==> src/hw/dart_pkg.sv <==
// Function
// RULE1 - Split bit selects two 8-bit timers
// RULE2 - Run bit gates 16-bit or high byte
// RULE3 - Alt clock code picks div12, comparator, osc/8
// RULE4 - Same code picks capture trigger source
// RULE5 - Per-byte choice between alt and system clock
// RULE6 - Non-system count sources synchronised first
// RULE7 - Reload bytes read/write, reset zero
// RULE8 - Count bytes read/write, reset zero
// RULE9 - Second timer 16-bit or split, bit 3
// RULE10 - Second timer clocks incl. osc/8, comparator 1
// RULE11 - 16-bit wrap reloads, sets high flag
// RULE12 - Interrupt requested on each 16-bit overflow
// RULE13 - Low-byte overflow interrupt when bit 5 set
// RULE14 - Second timer capture measures oscillator/comparator period
// RULE15 - High flag set on wrap, software clears
// RULE16 - Low flag set on every low wrap
// RULE17 - Capture enable bit selects capture mode
// RULE18 - Capture copies count to reload, sets flag
// RULE19 - First timer 16-bit mode reloads likewise
// RULE20 - Each split byte reloads from own byte
package dart_pkg;
   localparam int BYTE_W = 8;
   localparam logic [7:0] BYTE_RST = 8'h00;
   localparam logic [7:0] BYTE_MAX = 8'hff;

   localparam logic [7:0] ADDR_T2_CTL = 8'hc8;
   localparam logic [7:0] ADDR_T2_RLD_LO = 8'hca;
   localparam logic [7:0] ADDR_T2_RLD_HI = 8'hcb;
   localparam logic [7:0] ADDR_T2_CNT_LO = 8'hcc;
   localparam logic [7:0] ADDR_T2_CNT_HI = 8'hcd;
   localparam logic [7:0] ADDR_T3_CTL = 8'h91;
   localparam logic [7:0] ADDR_T3_RLD_LO = 8'h92;
   localparam logic [7:0] ADDR_T3_RLD_HI = 8'h93;
   localparam logic [7:0] ADDR_T3_CNT_LO = 8'h94;
   localparam logic [7:0] ADDR_T3_CNT_HI = 8'h95;
   localparam logic [7:0] ADDR_CLK_CHOICE = 8'h8e;
   localparam logic [7:0] ADDR_IRQ_ENABLE = 8'he6;

   // Control register fields, same layout for both timers
   localparam int CTL_FLAG_HI = 7;
   localparam int CTL_FLAG_LO = 6;
   localparam int CTL_LOW_IRQ_EN = 5;
   localparam int CTL_CAP_EN = 4;
   localparam int CTL_SPLIT = 3;
   localparam int CTL_RUN = 2;
   localparam int CTL_XCLK_HI = 1;
   localparam int CTL_XCLK_LO = 0;

   // Clock choice register fields
   localparam int CKC_T2_LOW_SYS = 4;
   localparam int CKC_T2_HIGH_SYS = 5;
   localparam int CKC_T3_LOW_SYS = 6;
   localparam int CKC_T3_HIGH_SYS = 7;

   // Interrupt enable register fields
   localparam int IE_T2 = 5;
   localparam int IE_T3 = 7;

   localparam logic [1:0] XCLK_DIV12_A = 2'h0;
   localparam logic [1:0] XCLK_CMP = 2'h1;
   localparam logic [1:0] XCLK_DIV12_B = 2'h2;
   localparam logic [1:0] XCLK_OSC8 = 2'h3;

   localparam int PRESCALE_DIV = 12;
   localparam int OSC_DIV = 8;
endpackage

==> src/hw/dart_tmr_if.sv <==
interface dart_tmr_if;
   logic split;
   logic run;
   logic capEn;
   logic lowSys;
   logic highSys;
   logic altTick;
   logic capTick;
   logic wrCntLo;
   logic wrCntHi;
   logic wrRldLo;
   logic wrRldHi;
   logic [dart_pkg::BYTE_W-1:0] wrData;
   logic [dart_pkg::BYTE_W-1:0] cntLo;
   logic [dart_pkg::BYTE_W-1:0] cntHi;
   logic [dart_pkg::BYTE_W-1:0] rldLo;
   logic [dart_pkg::BYTE_W-1:0] rldHi;
   logic ovfLo;
   logic ovfHi;

   modport ctl(output split, run, capEn, lowSys, highSys, altTick, capTick,
      wrCntLo, wrCntHi, wrRldLo, wrRldHi, wrData,
      input cntLo, cntHi, rldLo, rldHi, ovfLo, ovfHi);
   modport tmr(input split, run, capEn, lowSys, highSys, altTick, capTick,
      wrCntLo, wrCntHi, wrRldLo, wrRldHi, wrData,
      output cntLo, cntHi, rldLo, rldHi, ovfLo, ovfHi);
endinterface

==> src/hw/dart_timer.sv <==
module dart_timer (
   input wire logic sys_clk,
   input wire logic rst,
   dart_tmr_if.tmr t
);
   logic [dart_pkg::BYTE_W-1:0] cntLo_q;
   logic [dart_pkg::BYTE_W-1:0] cntHi_q;
   logic [dart_pkg::BYTE_W-1:0] rldLo_q;
   logic [dart_pkg::BYTE_W-1:0] rldHi_q;
   logic tickLo;
   logic tickHi;
   logic incLo;
   logic incHi;
   logic wrapLo;
   logic wrapHi;
   logic doCap;
   logic lowFromRld;

   assign tickLo = t.lowSys | t.altTick; // RULE5
   assign tickHi = t.highSys | t.altTick; // RULE5
   // Low byte free-runs in split mode
   assign incLo = t.split ? tickLo : (t.run & tickLo); // RULE1 RULE2
   assign incHi = t.split ? (t.run & tickHi) : (incLo && cntLo_q == dart_pkg::BYTE_MAX); // RULE2
   assign wrapLo = incLo && cntLo_q == dart_pkg::BYTE_MAX;
   assign wrapHi = incHi && cntHi_q == dart_pkg::BYTE_MAX;
   assign doCap = t.capEn & t.capTick; // RULE17
   // Capture mode lets the 16-bit count wrap freely so captures stay comparable
   assign lowFromRld = t.split | (wrapHi & ~t.capEn); // RULE19 RULE20

   always_ff @(posedge sys_clk) begin
      if (rst) begin
         cntLo_q <= dart_pkg::BYTE_RST; // RULE8
      end else if (t.wrCntLo) begin
         cntLo_q <= t.wrData;
      end else if (wrapLo) begin
         cntLo_q <= lowFromRld ? rldLo_q : dart_pkg::BYTE_RST; // RULE11 RULE20
      end else if (incLo) begin
         cntLo_q <= cntLo_q + 8'h01;
      end
   end

   always_ff @(posedge sys_clk) begin
      if (rst) begin
         cntHi_q <= dart_pkg::BYTE_RST; // RULE8
      end else if (t.wrCntHi) begin
         cntHi_q <= t.wrData;
      end else if (wrapHi) begin
         cntHi_q <= (t.split | ~t.capEn) ? rldHi_q : dart_pkg::BYTE_RST; // RULE11 RULE20
      end else if (incHi) begin
         cntHi_q <= cntHi_q + 8'h01;
      end
   end

   // A capture beats a software write to the same reload byte
   always_ff @(posedge sys_clk) begin
      if (rst) begin
         rldLo_q <= dart_pkg::BYTE_RST; // RULE7
         rldHi_q <= dart_pkg::BYTE_RST; // RULE7
      end else if (doCap) begin
         rldLo_q <= cntLo_q; // RULE18 RULE14
         rldHi_q <= cntHi_q; // RULE18
      end else begin
         if (t.wrRldLo) begin
            rldLo_q <= t.wrData;
         end
         if (t.wrRldHi) begin
            rldHi_q <= t.wrData;
         end
      end
   end

   assign t.cntLo = cntLo_q;
   assign t.cntHi = cntHi_q;
   assign t.rldLo = rldLo_q;
   assign t.rldHi = rldHi_q;
   assign t.ovfLo = wrapLo; // RULE16
   assign t.ovfHi = wrapHi | doCap; // RULE15 RULE18

   a_full_wrap_reload: assert property ( // RULE11
      @(posedge sys_clk) disable iff (rst)
      (!t.split && !t.capEn && wrapHi && !t.wrCntLo && !t.wrCntHi)
      |=> (cntLo_q == $past(rldLo_q) && cntHi_q == $past(rldHi_q)))
      else $error("16-bit wrap did not reload");
   a_split_low_reload: assert property ( // RULE20
      @(posedge sys_clk) disable iff (rst)
      (t.split && wrapLo && !t.wrCntLo) |=> cntLo_q == $past(rldLo_q))
      else $error("split low byte did not reload");
   a_run_gates_high: assert property ( // RULE2
      @(posedge sys_clk) disable iff (rst)
      (t.split && !t.run && !t.wrCntHi) |=> $stable(cntHi_q))
      else $error("high byte moved while stopped");
   a_low_free_run: assert property ( // RULE1
      @(posedge sys_clk) disable iff (rst)
      (t.split && !t.run && t.lowSys && !t.wrCntLo && cntLo_q != dart_pkg::BYTE_MAX)
      |=> cntLo_q == $past(cntLo_q) + 8'h01)
      else $error("split low byte not free running");
   a_capture_copy: assert property ( // RULE18
      @(posedge sys_clk) disable iff (rst)
      doCap |=> (rldLo_q == $past(cntLo_q) && rldHi_q == $past(cntHi_q)))
      else $error("capture did not copy count");
endmodule

==> src/hw/dart_top.sv <==
module dart_top (
   input wire logic sys_clk,
   input wire logic rst,
   input wire logic [7:0] sfrAddr,
   input wire logic sfrWrEn,
   input wire logic [7:0] sfrWrData,
   input wire logic sfrRdEn,
   output logic [7:0] sfrRdData,
   input wire logic comparator0,
   input wire logic comparator1,
   input wire logic rtcOsc,
   input wire logic extOsc,
   output logic t2Irq,
   output logic t3Irq
);
   localparam int NSRC = 4;
   localparam int SRC_CMP0 = 0;
   localparam int SRC_RTC = 1;
   localparam int SRC_CMP1 = 2;
   localparam int SRC_EXT = 3;

   dart_tmr_if t2If();
   dart_tmr_if t3If();

   logic [7:0] sfrRdData_q;
   logic t2Irq_q;
   logic t3Irq_q;
   logic [5:0] t2Ctl_q;
   logic [5:0] t3Ctl_q;
   logic t2FlagHi_q;
   logic t2FlagLo_q;
   logic t3FlagHi_q;
   logic t3FlagLo_q;
   logic [7:0] clkChoice_q;
   logic [7:0] irqEnable_q;
   logic [3:0] preCnt_q;
   logic preTick_q;
   logic [NSRC-1:0] srcIn;
   logic [NSRC-1:0] syncA_q;
   logic [NSRC-1:0] syncB_q;
   logic [NSRC-1:0] syncC_q;
   logic [NSRC-1:0] srcRise;
   logic [2:0] rtcDiv_q;
   logic [2:0] extDiv_q;
   logic rtcTick;
   logic extTick;
   logic wrT2Ctl;
   logic wrT3Ctl;
   logic [7:0] rdMux;

   // Asynchronous sources share one synchroniser structure
   assign srcIn[SRC_CMP0] = comparator0;
   assign srcIn[SRC_RTC] = rtcOsc;
   assign srcIn[SRC_CMP1] = comparator1;
   assign srcIn[SRC_EXT] = extOsc;

   genvar gi;
   generate
      for (gi = 0; gi < NSRC; gi++) begin : g_sync
         always_ff @(posedge sys_clk) begin
            if (rst) begin
               syncA_q[gi] <= 1'b0;
               syncB_q[gi] <= 1'b0;
               syncC_q[gi] <= 1'b0;
            end else begin
               syncA_q[gi] <= srcIn[gi]; // RULE6 RULE10
               syncB_q[gi] <= syncA_q[gi];
               syncC_q[gi] <= syncB_q[gi];
            end
         end
         // Edge detect only past the second stage
         assign srcRise[gi] = syncB_q[gi] & ~syncC_q[gi];
      end
   endgenerate

   // Oscillators faster than half of sys_clk alias; the user must keep them slow
   always_ff @(posedge sys_clk) begin
      if (rst) begin
         rtcDiv_q <= 3'h0;
      end else if (srcRise[SRC_RTC]) begin
         rtcDiv_q <= rtcDiv_q + 3'h1;
      end
   end

   always_ff @(posedge sys_clk) begin
      if (rst) begin
         extDiv_q <= 3'h0;
      end else if (srcRise[SRC_EXT]) begin
         extDiv_q <= extDiv_q + 3'h1;
      end
   end

   assign rtcTick = srcRise[SRC_RTC] && rtcDiv_q == 3'(dart_pkg::OSC_DIV - 1);
   assign extTick = srcRise[SRC_EXT] && extDiv_q == 3'(dart_pkg::OSC_DIV - 1);

   // System clock divided by 12 as a one-cycle enable
   always_ff @(posedge sys_clk) begin
      if (rst) begin
         preCnt_q <= 4'h0;
         preTick_q <= 1'b0;
      end else if (preCnt_q == 4'(dart_pkg::PRESCALE_DIV - 1)) begin
         preCnt_q <= 4'h0;
         preTick_q <= 1'b1;
      end else begin
         preCnt_q <= preCnt_q + 4'h1;
         preTick_q <= 1'b0;
      end
   end

   // Alternate clock and capture trigger selection
   always_comb begin
      unique case (t2Ctl_q[dart_pkg::CTL_XCLK_HI:dart_pkg::CTL_XCLK_LO]) // RULE3
         dart_pkg::XCLK_DIV12_A: t2If.altTick = preTick_q;
         dart_pkg::XCLK_CMP: t2If.altTick = srcRise[SRC_CMP0];
         dart_pkg::XCLK_DIV12_B: t2If.altTick = preTick_q;
         dart_pkg::XCLK_OSC8: t2If.altTick = rtcTick;
      endcase
   end
   assign t2If.capTick = t2Ctl_q[dart_pkg::CTL_XCLK_HI] ? srcRise[SRC_CMP0] : rtcTick; // RULE4

   // Reserved code 10 falls back to the divide-by-12 tick
   always_comb begin
      unique case (t3Ctl_q[dart_pkg::CTL_XCLK_HI:dart_pkg::CTL_XCLK_LO]) // RULE10
         dart_pkg::XCLK_DIV12_A: t3If.altTick = preTick_q;
         dart_pkg::XCLK_CMP: t3If.altTick = srcRise[SRC_CMP1];
         dart_pkg::XCLK_DIV12_B: t3If.altTick = preTick_q;
         dart_pkg::XCLK_OSC8: t3If.altTick = extTick;
      endcase
   end
   assign t3If.capTick = t3Ctl_q[dart_pkg::CTL_XCLK_HI] ? srcRise[SRC_CMP1] : extTick; // RULE14

   assign t2If.split = t2Ctl_q[dart_pkg::CTL_SPLIT]; // RULE1
   assign t2If.run = t2Ctl_q[dart_pkg::CTL_RUN]; // RULE2
   assign t2If.capEn = t2Ctl_q[dart_pkg::CTL_CAP_EN]; // RULE17
   assign t2If.lowSys = clkChoice_q[dart_pkg::CKC_T2_LOW_SYS]; // RULE5
   assign t2If.highSys = clkChoice_q[dart_pkg::CKC_T2_HIGH_SYS]; // RULE5
   assign t3If.split = t3Ctl_q[dart_pkg::CTL_SPLIT]; // RULE9
   assign t3If.run = t3Ctl_q[dart_pkg::CTL_RUN];
   assign t3If.capEn = t3Ctl_q[dart_pkg::CTL_CAP_EN];
   assign t3If.lowSys = clkChoice_q[dart_pkg::CKC_T3_LOW_SYS];
   assign t3If.highSys = clkChoice_q[dart_pkg::CKC_T3_HIGH_SYS];

   // Register write decode
   assign wrT2Ctl = sfrWrEn && sfrAddr == dart_pkg::ADDR_T2_CTL;
   assign wrT3Ctl = sfrWrEn && sfrAddr == dart_pkg::ADDR_T3_CTL;
   assign t2If.wrData = sfrWrData;
   assign t3If.wrData = sfrWrData;
   assign t2If.wrRldLo = sfrWrEn && sfrAddr == dart_pkg::ADDR_T2_RLD_LO; // RULE7
   assign t2If.wrRldHi = sfrWrEn && sfrAddr == dart_pkg::ADDR_T2_RLD_HI; // RULE7
   assign t2If.wrCntLo = sfrWrEn && sfrAddr == dart_pkg::ADDR_T2_CNT_LO; // RULE8
   assign t2If.wrCntHi = sfrWrEn && sfrAddr == dart_pkg::ADDR_T2_CNT_HI; // RULE8
   assign t3If.wrRldLo = sfrWrEn && sfrAddr == dart_pkg::ADDR_T3_RLD_LO;
   assign t3If.wrRldHi = sfrWrEn && sfrAddr == dart_pkg::ADDR_T3_RLD_HI;
   assign t3If.wrCntLo = sfrWrEn && sfrAddr == dart_pkg::ADDR_T3_CNT_LO;
   assign t3If.wrCntHi = sfrWrEn && sfrAddr == dart_pkg::ADDR_T3_CNT_HI;

   always_ff @(posedge sys_clk) begin
      if (rst) begin
         t2Ctl_q <= 6'h00;
         t3Ctl_q <= 6'h00;
      end else begin
         if (wrT2Ctl) begin
            t2Ctl_q <= sfrWrData[dart_pkg::CTL_LOW_IRQ_EN:0];
         end
         if (wrT3Ctl) begin
            t3Ctl_q <= sfrWrData[dart_pkg::CTL_LOW_IRQ_EN:0];
         end
      end
   end

   always_ff @(posedge sys_clk) begin
      if (rst) begin
         clkChoice_q <= dart_pkg::BYTE_RST;
         irqEnable_q <= dart_pkg::BYTE_RST;
      end else if (sfrWrEn && sfrAddr == dart_pkg::ADDR_CLK_CHOICE) begin
         clkChoice_q <= sfrWrData;
      end else if (sfrWrEn && sfrAddr == dart_pkg::ADDR_IRQ_ENABLE) begin
         irqEnable_q <= sfrWrData;
      end
   end

   // Overflow flags: hardware set wins over a software clear in the same cycle
   always_ff @(posedge sys_clk) begin
      if (rst) begin
         t2FlagHi_q <= 1'b0;
         t2FlagLo_q <= 1'b0;
      end else begin
         t2FlagHi_q <= t2If.ovfHi | (wrT2Ctl ? sfrWrData[dart_pkg::CTL_FLAG_HI] : t2FlagHi_q); // RULE15
         t2FlagLo_q <= t2If.ovfLo | (wrT2Ctl ? sfrWrData[dart_pkg::CTL_FLAG_LO] : t2FlagLo_q); // RULE16
      end
   end

   always_ff @(posedge sys_clk) begin
      if (rst) begin
         t3FlagHi_q <= 1'b0;
         t3FlagLo_q <= 1'b0;
      end else begin
         t3FlagHi_q <= t3If.ovfHi | (wrT3Ctl ? sfrWrData[dart_pkg::CTL_FLAG_HI] : t3FlagHi_q); // RULE15
         t3FlagLo_q <= t3If.ovfLo | (wrT3Ctl ? sfrWrData[dart_pkg::CTL_FLAG_LO] : t3FlagLo_q); // RULE16
      end
   end

   // Level requests held until software clears the flag
   always_ff @(posedge sys_clk) begin
      if (rst) begin
         t2Irq_q <= 1'b0;
         t3Irq_q <= 1'b0;
      end else begin
         t2Irq_q <= irqEnable_q[dart_pkg::IE_T2] & (t2FlagHi_q |
            (t2Ctl_q[dart_pkg::CTL_LOW_IRQ_EN] & t2FlagLo_q)); // RULE12 RULE13
         t3Irq_q <= irqEnable_q[dart_pkg::IE_T3] & (t3FlagHi_q |
            (t3Ctl_q[dart_pkg::CTL_LOW_IRQ_EN] & t3FlagLo_q)); // RULE12 RULE13
      end
   end

   // Read mux; unmapped addresses read zero
   always_comb begin
      unique case (sfrAddr)
         dart_pkg::ADDR_T2_CTL: rdMux = {t2FlagHi_q, t2FlagLo_q, t2Ctl_q};
         dart_pkg::ADDR_T2_RLD_LO: rdMux = t2If.rldLo;
         dart_pkg::ADDR_T2_RLD_HI: rdMux = t2If.rldHi;
         dart_pkg::ADDR_T2_CNT_LO: rdMux = t2If.cntLo;
         dart_pkg::ADDR_T2_CNT_HI: rdMux = t2If.cntHi;
         dart_pkg::ADDR_T3_CTL: rdMux = {t3FlagHi_q, t3FlagLo_q, t3Ctl_q};
         dart_pkg::ADDR_T3_RLD_LO: rdMux = t3If.rldLo;
         dart_pkg::ADDR_T3_RLD_HI: rdMux = t3If.rldHi;
         dart_pkg::ADDR_T3_CNT_LO: rdMux = t3If.cntLo;
         dart_pkg::ADDR_T3_CNT_HI: rdMux = t3If.cntHi;
         dart_pkg::ADDR_CLK_CHOICE: rdMux = clkChoice_q;
         dart_pkg::ADDR_IRQ_ENABLE: rdMux = irqEnable_q;
         default: rdMux = dart_pkg::BYTE_RST;
      endcase
   end

   always_ff @(posedge sys_clk) begin
      if (rst) begin
         sfrRdData_q <= dart_pkg::BYTE_RST;
      end else if (sfrRdEn) begin
         sfrRdData_q <= rdMux;
      end
   end

   assign sfrRdData = sfrRdData_q;
   assign t2Irq = t2Irq_q;
   assign t3Irq = t3Irq_q;

   dart_timer u_timer2 (
      .sys_clk(sys_clk),
      .rst(rst),
      .t(t2If.tmr)
   );

   dart_timer u_timer3 (
      .sys_clk(sys_clk),
      .rst(rst),
      .t(t3If.tmr)
   );

   a_flag_set_wins: assert property ( // RULE15
      @(posedge sys_clk) disable iff (rst)
      t2If.ovfHi |=> t2FlagHi_q)
      else $error("high overflow flag not set");
   a_flag_sticky: assert property ( // RULE15
      @(posedge sys_clk) disable iff (rst)
      (t3FlagHi_q && !wrT3Ctl) |=> t3FlagHi_q)
      else $error("high flag cleared without a write");
   a_low_flag_set: assert property ( // RULE16
      @(posedge sys_clk) disable iff (rst)
      t3If.ovfLo |=> t3FlagLo_q)
      else $error("low overflow flag not set");
   a_irq_on_overflow: assert property ( // RULE12
      @(posedge sys_clk) disable iff (rst)
      (t2If.ovfHi && irqEnable_q[dart_pkg::IE_T2] && !(sfrWrEn && sfrAddr == dart_pkg::ADDR_IRQ_ENABLE))
      |-> ##2 t2Irq_q)
      else $error("no request after overflow");
   a_low_irq_gate: assert property ( // RULE13
      @(posedge sys_clk) disable iff (rst)
      (!t3FlagHi_q && !t3Ctl_q[dart_pkg::CTL_LOW_IRQ_EN]) |=> !t3Irq_q)
      else $error("low overflow raised request while disabled");
   a_prescale_period: assert property ( // RULE3
      @(posedge sys_clk) disable iff (rst)
      preTick_q |-> ##12 preTick_q)
      else $error("divide-by-12 period wrong");
   a_sync_latency: assert property ( // RULE6
      @(posedge sys_clk) disable iff (rst)
      srcRise[SRC_CMP0] |-> ($past(comparator0, 2) && !$past(comparator0, 3)))
      else $error("comparator edge not delayed by synchroniser");
   a_t3_flag_set: assert property ( // RULE15
      @(posedge sys_clk) disable iff (rst)
      t3If.ovfHi
      |=> t3FlagHi_q)
      else $error("timer3 high overflow flag not set");
   a_t2_low_flag: assert property ( // RULE16
      @(posedge sys_clk) disable iff (rst)
      t2If.ovfLo
      |=> t2FlagLo_q)
      else $error("timer2 low overflow flag not set");
   a_t2_high_sticky: assert property ( // RULE15
      @(posedge sys_clk) disable iff (rst)
      (t2FlagHi_q && !wrT2Ctl)
      |=> t2FlagHi_q)
      else $error("timer2 high flag cleared without a write");
   a_t2_low_sticky: assert property ( // RULE16
      @(posedge sys_clk) disable iff (rst)
      (t2FlagLo_q && !wrT2Ctl)
      |=> t2FlagLo_q)
      else $error("timer2 low flag cleared without a write");
   a_t3_irq_overflow: assert property ( // RULE12
      @(posedge sys_clk) disable iff (rst)
      (t3If.ovfHi && irqEnable_q[dart_pkg::IE_T3] && !(sfrWrEn && sfrAddr == dart_pkg::ADDR_IRQ_ENABLE))
      |-> ##2 t3Irq_q)
      else $error("no timer3 request after overflow");
   a_t2_low_irq: assert property ( // RULE13
      @(posedge sys_clk) disable iff (rst)
      (t2FlagLo_q && t2Ctl_q[dart_pkg::CTL_LOW_IRQ_EN] && irqEnable_q[dart_pkg::IE_T2])
      |=> t2Irq_q)
      else $error("low overflow request missing");
   a_irq_disabled: assert property ( // RULE12
      @(posedge sys_clk) disable iff (rst)
      !irqEnable_q[dart_pkg::IE_T2]
      |=> !t2Irq_q)
      else $error("timer2 request while disabled");
   a_sync_cmp1: assert property ( // RULE10
      @(posedge sys_clk) disable iff (rst)
      srcRise[SRC_CMP1]
      |-> ($past(comparator1, 2) && !$past(comparator1, 3)))
      else $error("comparator 1 edge not delayed by synchroniser");
   a_sync_ext: assert property ( // RULE10
      @(posedge sys_clk) disable iff (rst)
      srcRise[SRC_EXT]
      |-> ($past(extOsc, 2) && !$past(extOsc, 3)))
      else $error("external oscillator edge not delayed by synchroniser");
   a_sync_rtc: assert property ( // RULE6
      @(posedge sys_clk) disable iff (rst)
      srcRise[SRC_RTC]
      |-> ($past(rtcOsc, 2) && !$past(rtcOsc, 3)))
      else $error("rtc oscillator edge not delayed by synchroniser");
   a_t2_cmp_capture: assert property ( // RULE4
      @(posedge sys_clk) disable iff (rst)
      (t2Ctl_q[dart_pkg::CTL_CAP_EN] && t2Ctl_q[dart_pkg::CTL_XCLK_HI] && srcRise[SRC_CMP0])
      |=> t2FlagHi_q)
      else $error("comparator capture did not set flag");
endmodule

==> config.mk <==
export PLATFORM = sky130hd
export DESIGN_NAME = dart_top
export DESIGN_NICKNAME = d
export VERILOG_FILES = /design/src/hw/dart_pkg.sv /design/src/hw/dart_tmr_if.sv /design/src/hw/dart_timer.sv /design/src/hw/dart_top.sv
export SDC_FILE = /design/constraint.sdc
export NUM_CORES = 1
export LEC_CHECK = 0
export ABC_AREA = 1
export BUFFER_PORTS_ARGS = -buffer_cell sky130_fd_sc_hd__buf_2
export CORE_MARGIN = 4
export CORE_UTILIZATION = 45
export CTS_CLUSTER_DIAMETER = 60
export DETAILED_ROUTE_END_ITERATION = 8
export PLACE_DENSITY = 0.68
export SLEW_MARGIN = 0
export SYNTH_ARGS = -nofsm -noshare
export SYNTH_HDL_FRONTEND = slang
export SYNTH_HIERARCHICAL = 1
export SYNTH_SLANG_ARGS = --single-unit
export TNS_END_PERCENT = 10
==> constraint.sdc <==
create_clock -name sys_clk -period 6.4 [get_ports sys_clk]
set_input_delay 0.32 -clock sys_clk [delete_from_list [all_inputs] [get_ports sys_clk]]
set_output_delay 0.32 -clock sys_clk [all_outputs]
set_load 0.01 [all_outputs]
==> impl_metrics.ini, run 1 <==
[status]
status = finished clean

[synth]
avgSynthCellArea_um2 = 6.44
ys_warn_count = 6
yosys.area_share.simple_pct = 38.3
mappedNetlistArea_um2 = 7660
synth_compound_area_share_pct = 13.9
synth_top_family_by_area = simple AND/OR/NAND/NOR gates
ys_ff_latch = 129
yosys.area.top_type = dfxtp_1
synthTopCellsByArea = dfxtp_1 34%, nand2_1 13%, nand3_1 11%, inv_1 7.7%, nor2_1 7.2%
yosysTopAreaCellShare_pct = 33.7
synth-xor-area-share_pct = 1.94
synth_fa_ha_area_share_pct = 1.47
ys_seq_area_share_pct = 33.7
syn_nets = 1222
ys_types = 41
synthCells = 1189
synthMuxAreaShare_pct = 0

[cts]
clk_path_buf_depth = 2
path_clk_slew_ns = 0.06
cts_setup_buffers = 0
holdBufCountCts = 0
root_buffer = clkbuf_16
htree_levels = 4
cts-resized-gates = 0
numClockSinks = 129
cts_buffers = 17
cts_tree = done
clk_latency_ns = 0.43

[critical_path]
ff2ff_setup_slack_ns = 3.60
crit_type = flip-flop to flip-flop
rr_endpoint = u_timer2/t.rldHi[7]
critPathCaptureType = flip-flop
critPathLaunch = rtcDiv_q[0]
critPathMaxFanout = 22
critPathArrivalTime_ns = 3.17
startpoint_type = flip-flop
worstPathRequired_ns = 6.77
worstRegToRegCells = 11
r2r-start = rtcDiv_q[0]

[timing]
rsz0062_at_grt = no
worstMarginPinSlew_ns = 0.997
fmax_ghz = 0.357
maxSlewViolCount = 0
min_period_over_period_pct = 43.7
finalHoldViolCount = 0
setup_viol = 0
fin_ws_ns = 3.60
slew_headroom_pct = 32.9
post-route-min-period_ns = 2.80
tns_ns = 0
fin_worst_skew_ns = 0.00659

[routing]
drt-total-wl_um = 24900
vias_per_cell = 5.55
vias = 8013
dr.pass1.iters = 5
ant_nets = 0
drt_iter0_markers = 908
wl_per_cell_um = 17.3
drc = 0

[floorplanning]
dieWidth_um = 138
fp.dieH_um = 138
num_io_pins = 34
dieArea_um2 = 19200
core-area_um2 = 16600
rows = 47
initial_core_util_pct = 46.0

[place]
hpwl_um = 17900
dp_slack_ns = 3.50
portBuffers = 33
place_inst = 1411
gp_congestion = 0.936

[worst_hold_path]
holdPathEnd = syncA_q[2]
hp-start = comparator1
whs_path_depth = 3
hp-class = input pin to flip-flop

[cells_and_area]
drive_gt1_share_pct = 10.7
register_area_um2 = 2580
area_delta_synth_final_pct = 11.7
layoutNonFillerInstCount = 1443
nFillCells = 1675
final_nets = 1243
multi_input_area_um2 = 4260
antenna_cells = 0

[flow_run]
drv_cap = 0

[power]
total_power_mw = 1.87
leakage_nw = 3.94
peakVddDrop_mv = 0.186
p_per_area_nw_per_um2 = 218

[grt]
use_met1_pct = 34.2
busiest_layer = met2
overflow = 0
antenna_found_initial = 0
grt_pass1_vias = 7418
grtUsageTotal_pct = 25.8
use_met2_pct = 40.4
grt_max_degree = 43
use_met3_pct = 4.56
grt_pass1_wl_um = 39600
[through the flow]
step	hold WS [ns]	util (%)	instance area (um2)
finish	0.0951	51.4	8560
global placement	0.391	47.9	7960
CTS	0.0857	51.4	8560
detailed placement	0.400	47.9	7960
global route	0.0952	51.4	8560
floorplan	0.388	-	7660
[Yosys cell counts (all sizes together)]
cell type	n
a21oi	71
clkinv	4
nand4	6
inv	167
and2	1
o21a	1
o221ai	23
o311ai	1
o22ai	5
buf	19
a31oi	7
xnor2	3
nand2	283
clkbuf	16
nor4	7
dfxtp	129
nand3	176
nand3b	1
nor2	167
o21ai	61
nor3	3
o211ai	13
ha	9
or2	2
xor2	14
[sequential cells by signal (all words and copies together), names as in the netlist, 3 cells and up]
name              cells
clkChoice_q           8
u_timer2/t.rldLo      8
u_timer3/t.rldLo      8
irqEnable_q           8
syncB_q               4
u_timer2/t.cntLo      8
u_timer3/t.cntHi      8
u_timer2/t.rldHi      8
u_timer3/t.cntLo      8
sfrRdData             8
syncA_q               4
t2Ctl_q               6
preCnt_q              4
extDiv_q              3
u_timer2/t.cntHi      8
t3Ctl_q               6
u_timer3/t.rldHi      8
syncC_q               4
rtcDiv_q              3
[per-layer routing]
metal | up-vias | share of wire (%)
met5 | - | 0
met4 | 0 | 4.8
met3 | 89 | 7.2
met2 | 360 | 45
met1 | 3645 | 43
li1 | 3919 | -
[cell families (layout without fill, tap and decap cells)]
family | count (synthesis) | in the layout
fa+ha+maj | 9 | 9
compound gates | 182 | 182
buf+inv | 206 | 240
flops | 129 | 129
simple gates | 646 | 646
xor+xnor | 17 | 17
[power by group]
part	leakage, nW	total (mW)	internal (mW)	switching [mW]
sequential	1.04	0.815	0.811	0.00394
combinational	2.62	0.0916	0.0193	0.0724
clock	0.281	0.963	0.572	0.390
total	3.94	1.87	1.40	0.466
[cell type report]
| class | count | area share, % |
|---|---|---|
| multi-input combinational | 854 | 49.8 |
| sequential | 129 | 30.2 |
| inverter | 171 | 7.58 |
| clock buffer | 20 | 5.45 |
| tap | 220 | 3.22 |
| timing repair buffer | 37 | 2.28 |
| clock inverter | 12 | 1.46 |
[worst max path at each step]
stage,end,slack (ns)
floorplan,u_timer3/t.cntLo[2],4.01
global placement,u_timer3/t.cntHi[6],3.56
detailed placement,u_timer3/t.cntHi[6],3.50
CTS,u_timer2/t.rldLo[2],3.69
global route,u_timer2/t.rldHi[7],3.34
finish,u_timer2/t.rldHi[7],3.60
[worst max-delay path, stage by stage, from the launching register on]
cell      delay, ns
dfxtp_1        0.31
ha_1           0.19
ha_1           0.17
nand2_1        0.07
o21ai_0        0.11
nand2_1        0.55
clkinv_1       0.43
nor2_1         0.50
inv_1          0.12
nor2_1         0.11
o21ai_0        0.08
inv_1          0.10
[placed cells by master, fill, tap and decap left out, types with 3 or more instances in the layout]
cell type and n:
nor2_8 3, inv_1 158, o221ai_1 23, clkbuf_8 3, nand2_2 12, buf_2 33
nand2_4 8, nand4_1 6, a21oi_1 69, nor2_2 12, o211ai_1 13, buf_4 4
clkinv_4 5, o21ai_0 48, nand3_2 3, clkinvlp_4 3, nor2_4 6, clkbuf_16 17
dfxtp_1 129, nand2_1 263, ha_1 9, o21ai_1 11, nor2_1 146, inv_6 3
o22ai_1 5, xnor2_1 3, inv_2 8, xor2_1 14, a31oi_1 7, clkinv_1 3
nand3_1 173, nor4_1 7
Note: power is estimated with default switching activity, not from simulation.
==> run 2, diff against run 1 <==
==> constraint.sdc (replaced) <==
create_clock -name sys_clk -period 2.6 [get_ports sys_clk]
set_input_delay 0.13 -clock sys_clk [delete_from_list [all_inputs] [get_ports sys_clk]]
set_output_delay 0.13 -clock sys_clk [all_outputs]
set_load 0.01 [all_outputs]
==> impl_metrics.ini, run 2 (synthesis gave the netlist of run 1 again) <==
[status]
status = finished clean

[routing]
vias_per_cell = 5.64
drt_iter0_markers = 949
dr.pass1.iters = 6
ant_nets = 0
vias = 8239
drt-total-wl_um = 26000
wl_per_cell_um = 17.8
drc = 0

[timing]
finalHoldViolCount = 0
post-route-min-period_ns = 2.33
fin_worst_skew_ns = 0.00844
tns_ns = 0
maxSlewViolCount = 0
slew_headroom_pct = 43.8
setup_viol = 0
min_period_over_period_pct = 89.7
rsz0062_at_grt = no
worstMarginPinSlew_ns = 0.842
fmax_ghz = 0.429

[cells_and_area]
final_cell_mix = 263 x nand2_1, 173 x nand3_1, 158 x inv_1, 146 x nor2_1, 129 x dfxtp_1
multi_input_area_um2 = 4260
final_util_pct = 52.3
final_nets = 1262
drive_gt1_share_pct = 11.8
register_area_um2 = 2580
nFillCells = 1669
layout_commonest_cell = nand2_1
antenna_cells = 0
area_delta_synth_final_pct = 13.6

[power]
p_per_area_nw_per_um2 = 533
peakVddDrop_mv = 0.488
leakage_nw = 4.04

[critical_path]
crit_type = flip-flop to flip-flop
critPathArrivalTime_ns = 2.69
critPathCaptureType = flip-flop
critPathLaunch = rtcDiv_q[0]
worstRegToRegCells = 14
worstPathRequired_ns = 2.95
critPathMaxFanout = 8
r2r-start = rtcDiv_q[0]
startpoint_type = flip-flop

[grt]
grtUsageTotal_pct = 26.6
overflow = 0
antenna_found_initial = 0
grt_pass1_wl_um = 40800
grt_pass1_vias = 7582
grt_max_degree = 42

[floorplanning]
dieWidth_um = 138
fp.dieH_um = 138
num_io_pins = 34
rows = 47
core-area_um2 = 16600
dieArea_um2 = 19200
initial_core_util_pct = 46.0

[cts]
clk_path_buf_depth = 2
clk_latency_ns = 0.43
path_clk_slew_ns = 0.06
numClockSinks = 129
cts_setup_buffers = 0
root_buffer = clkbuf_16
cts_buffers = 17
cts-resized-gates = 0
htree_levels = 4
cts_tree = done

[place]
portBuffers = 33
hpwl_um = 18600
gp_congestion = 0.973

[flow_run]
drv_cap = 0

[worst_hold_path]
hp-start = sfrRdEn
whs_path_depth = 3
hp-class = input pin to flip-flop
-- run 2: changes by cell type in the layout (fill, tap and decap cells not counted), sizes merged --
| cell | change |
|---|---|
| clkinv | -1 |
| clkbuf | -2 |
| dlygate4sd3 | +4 |
| clkinvlp | -2 |
| inv | +5 |
| buf | +15 |
-- run 2: through the flow --
step | instance area [um2] | setup slack (ns) | std cells | hold WS [ns] | total power [mW]
after CTS | 8700 | 0.268 | 1462 | 0.00862 | 4.65
after detailed placement | 8080 | 0.258 | 1426 | 0.341 | 2.27
final | 8700 | 0.268 | 1462 | 0.0244 | 4.64
after floorplan | 7660 | 0.404 | 1189 | 0.237 | 2.17
after global routing | 8700 | 0.0532 | 1462 | 0.0253 | 4.77
after global placement | 8080 | 0.272 | 1426 | 0.338 | 2.27
-- run 2: timing repair --
| item | 4_1_cts | 5_1_grt |
|---|---|---|
| hold buffers | 4 | 0 |
| setup endpoints to repair | 0 | 0 |
| hold endpoints to repair | 4 | 0 |
-- run 2: cell type report --
type | count | share of cell area (%)
flip-flops and latches | 129 | 29.7
repair buffers | 56 | 4.00
inverters | 171 | 7.45
multi-input cells | 854 | 49.0
well taps | 220 | 3.17
clock inverters | 14 | 1.63
clock buffers | 18 | 5.05
-- run 2: path summary, 6_finish.rpt --
path	endpoint	slack, ns
setup reg to reg	u_timer2/t.cntHi[4]	0.27
hold reg to reg	syncB_q[3]	0.40
setup / recovery	u_timer2/t.cntHi[4]	0.27
hold / removal	sfrRdData[5]	0.02
-- run 2: worst max-delay path, cell delays in order, from the launching register on --
cell	delay, ns
dfxtp_1	0.34
ha_1	0.16
ha_1	0.15
nand2_1	0.07
o311ai_0	0.42
nor2_1	0.09
nor2_1	0.17
nand3_2	0.10
nand2_2	0.12
nand2_4	0.08
nand2_4	0.10
inv_1	0.11
nand2_1	0.08
o211ai_1	0.09
a21oi_1	0.18
-- run 2: routing by layer --
metal	vias up	wire (um)	GRT usage [%]
li1	3955	-	-
met5	-	0	0
met1	3789	10900	34.8
met3	75	2250	5.15
met2	420	12000	43.0
met4	0	928	11.2
-- run 2: power by group --
part           leakage (nW)  internal [mW]  switching, mW
logic                  2.71         0.0546          0.180
registers              1.04           1.99        0.00993
clock network         0.285           1.37           1.03
total                  4.04           3.42           1.22
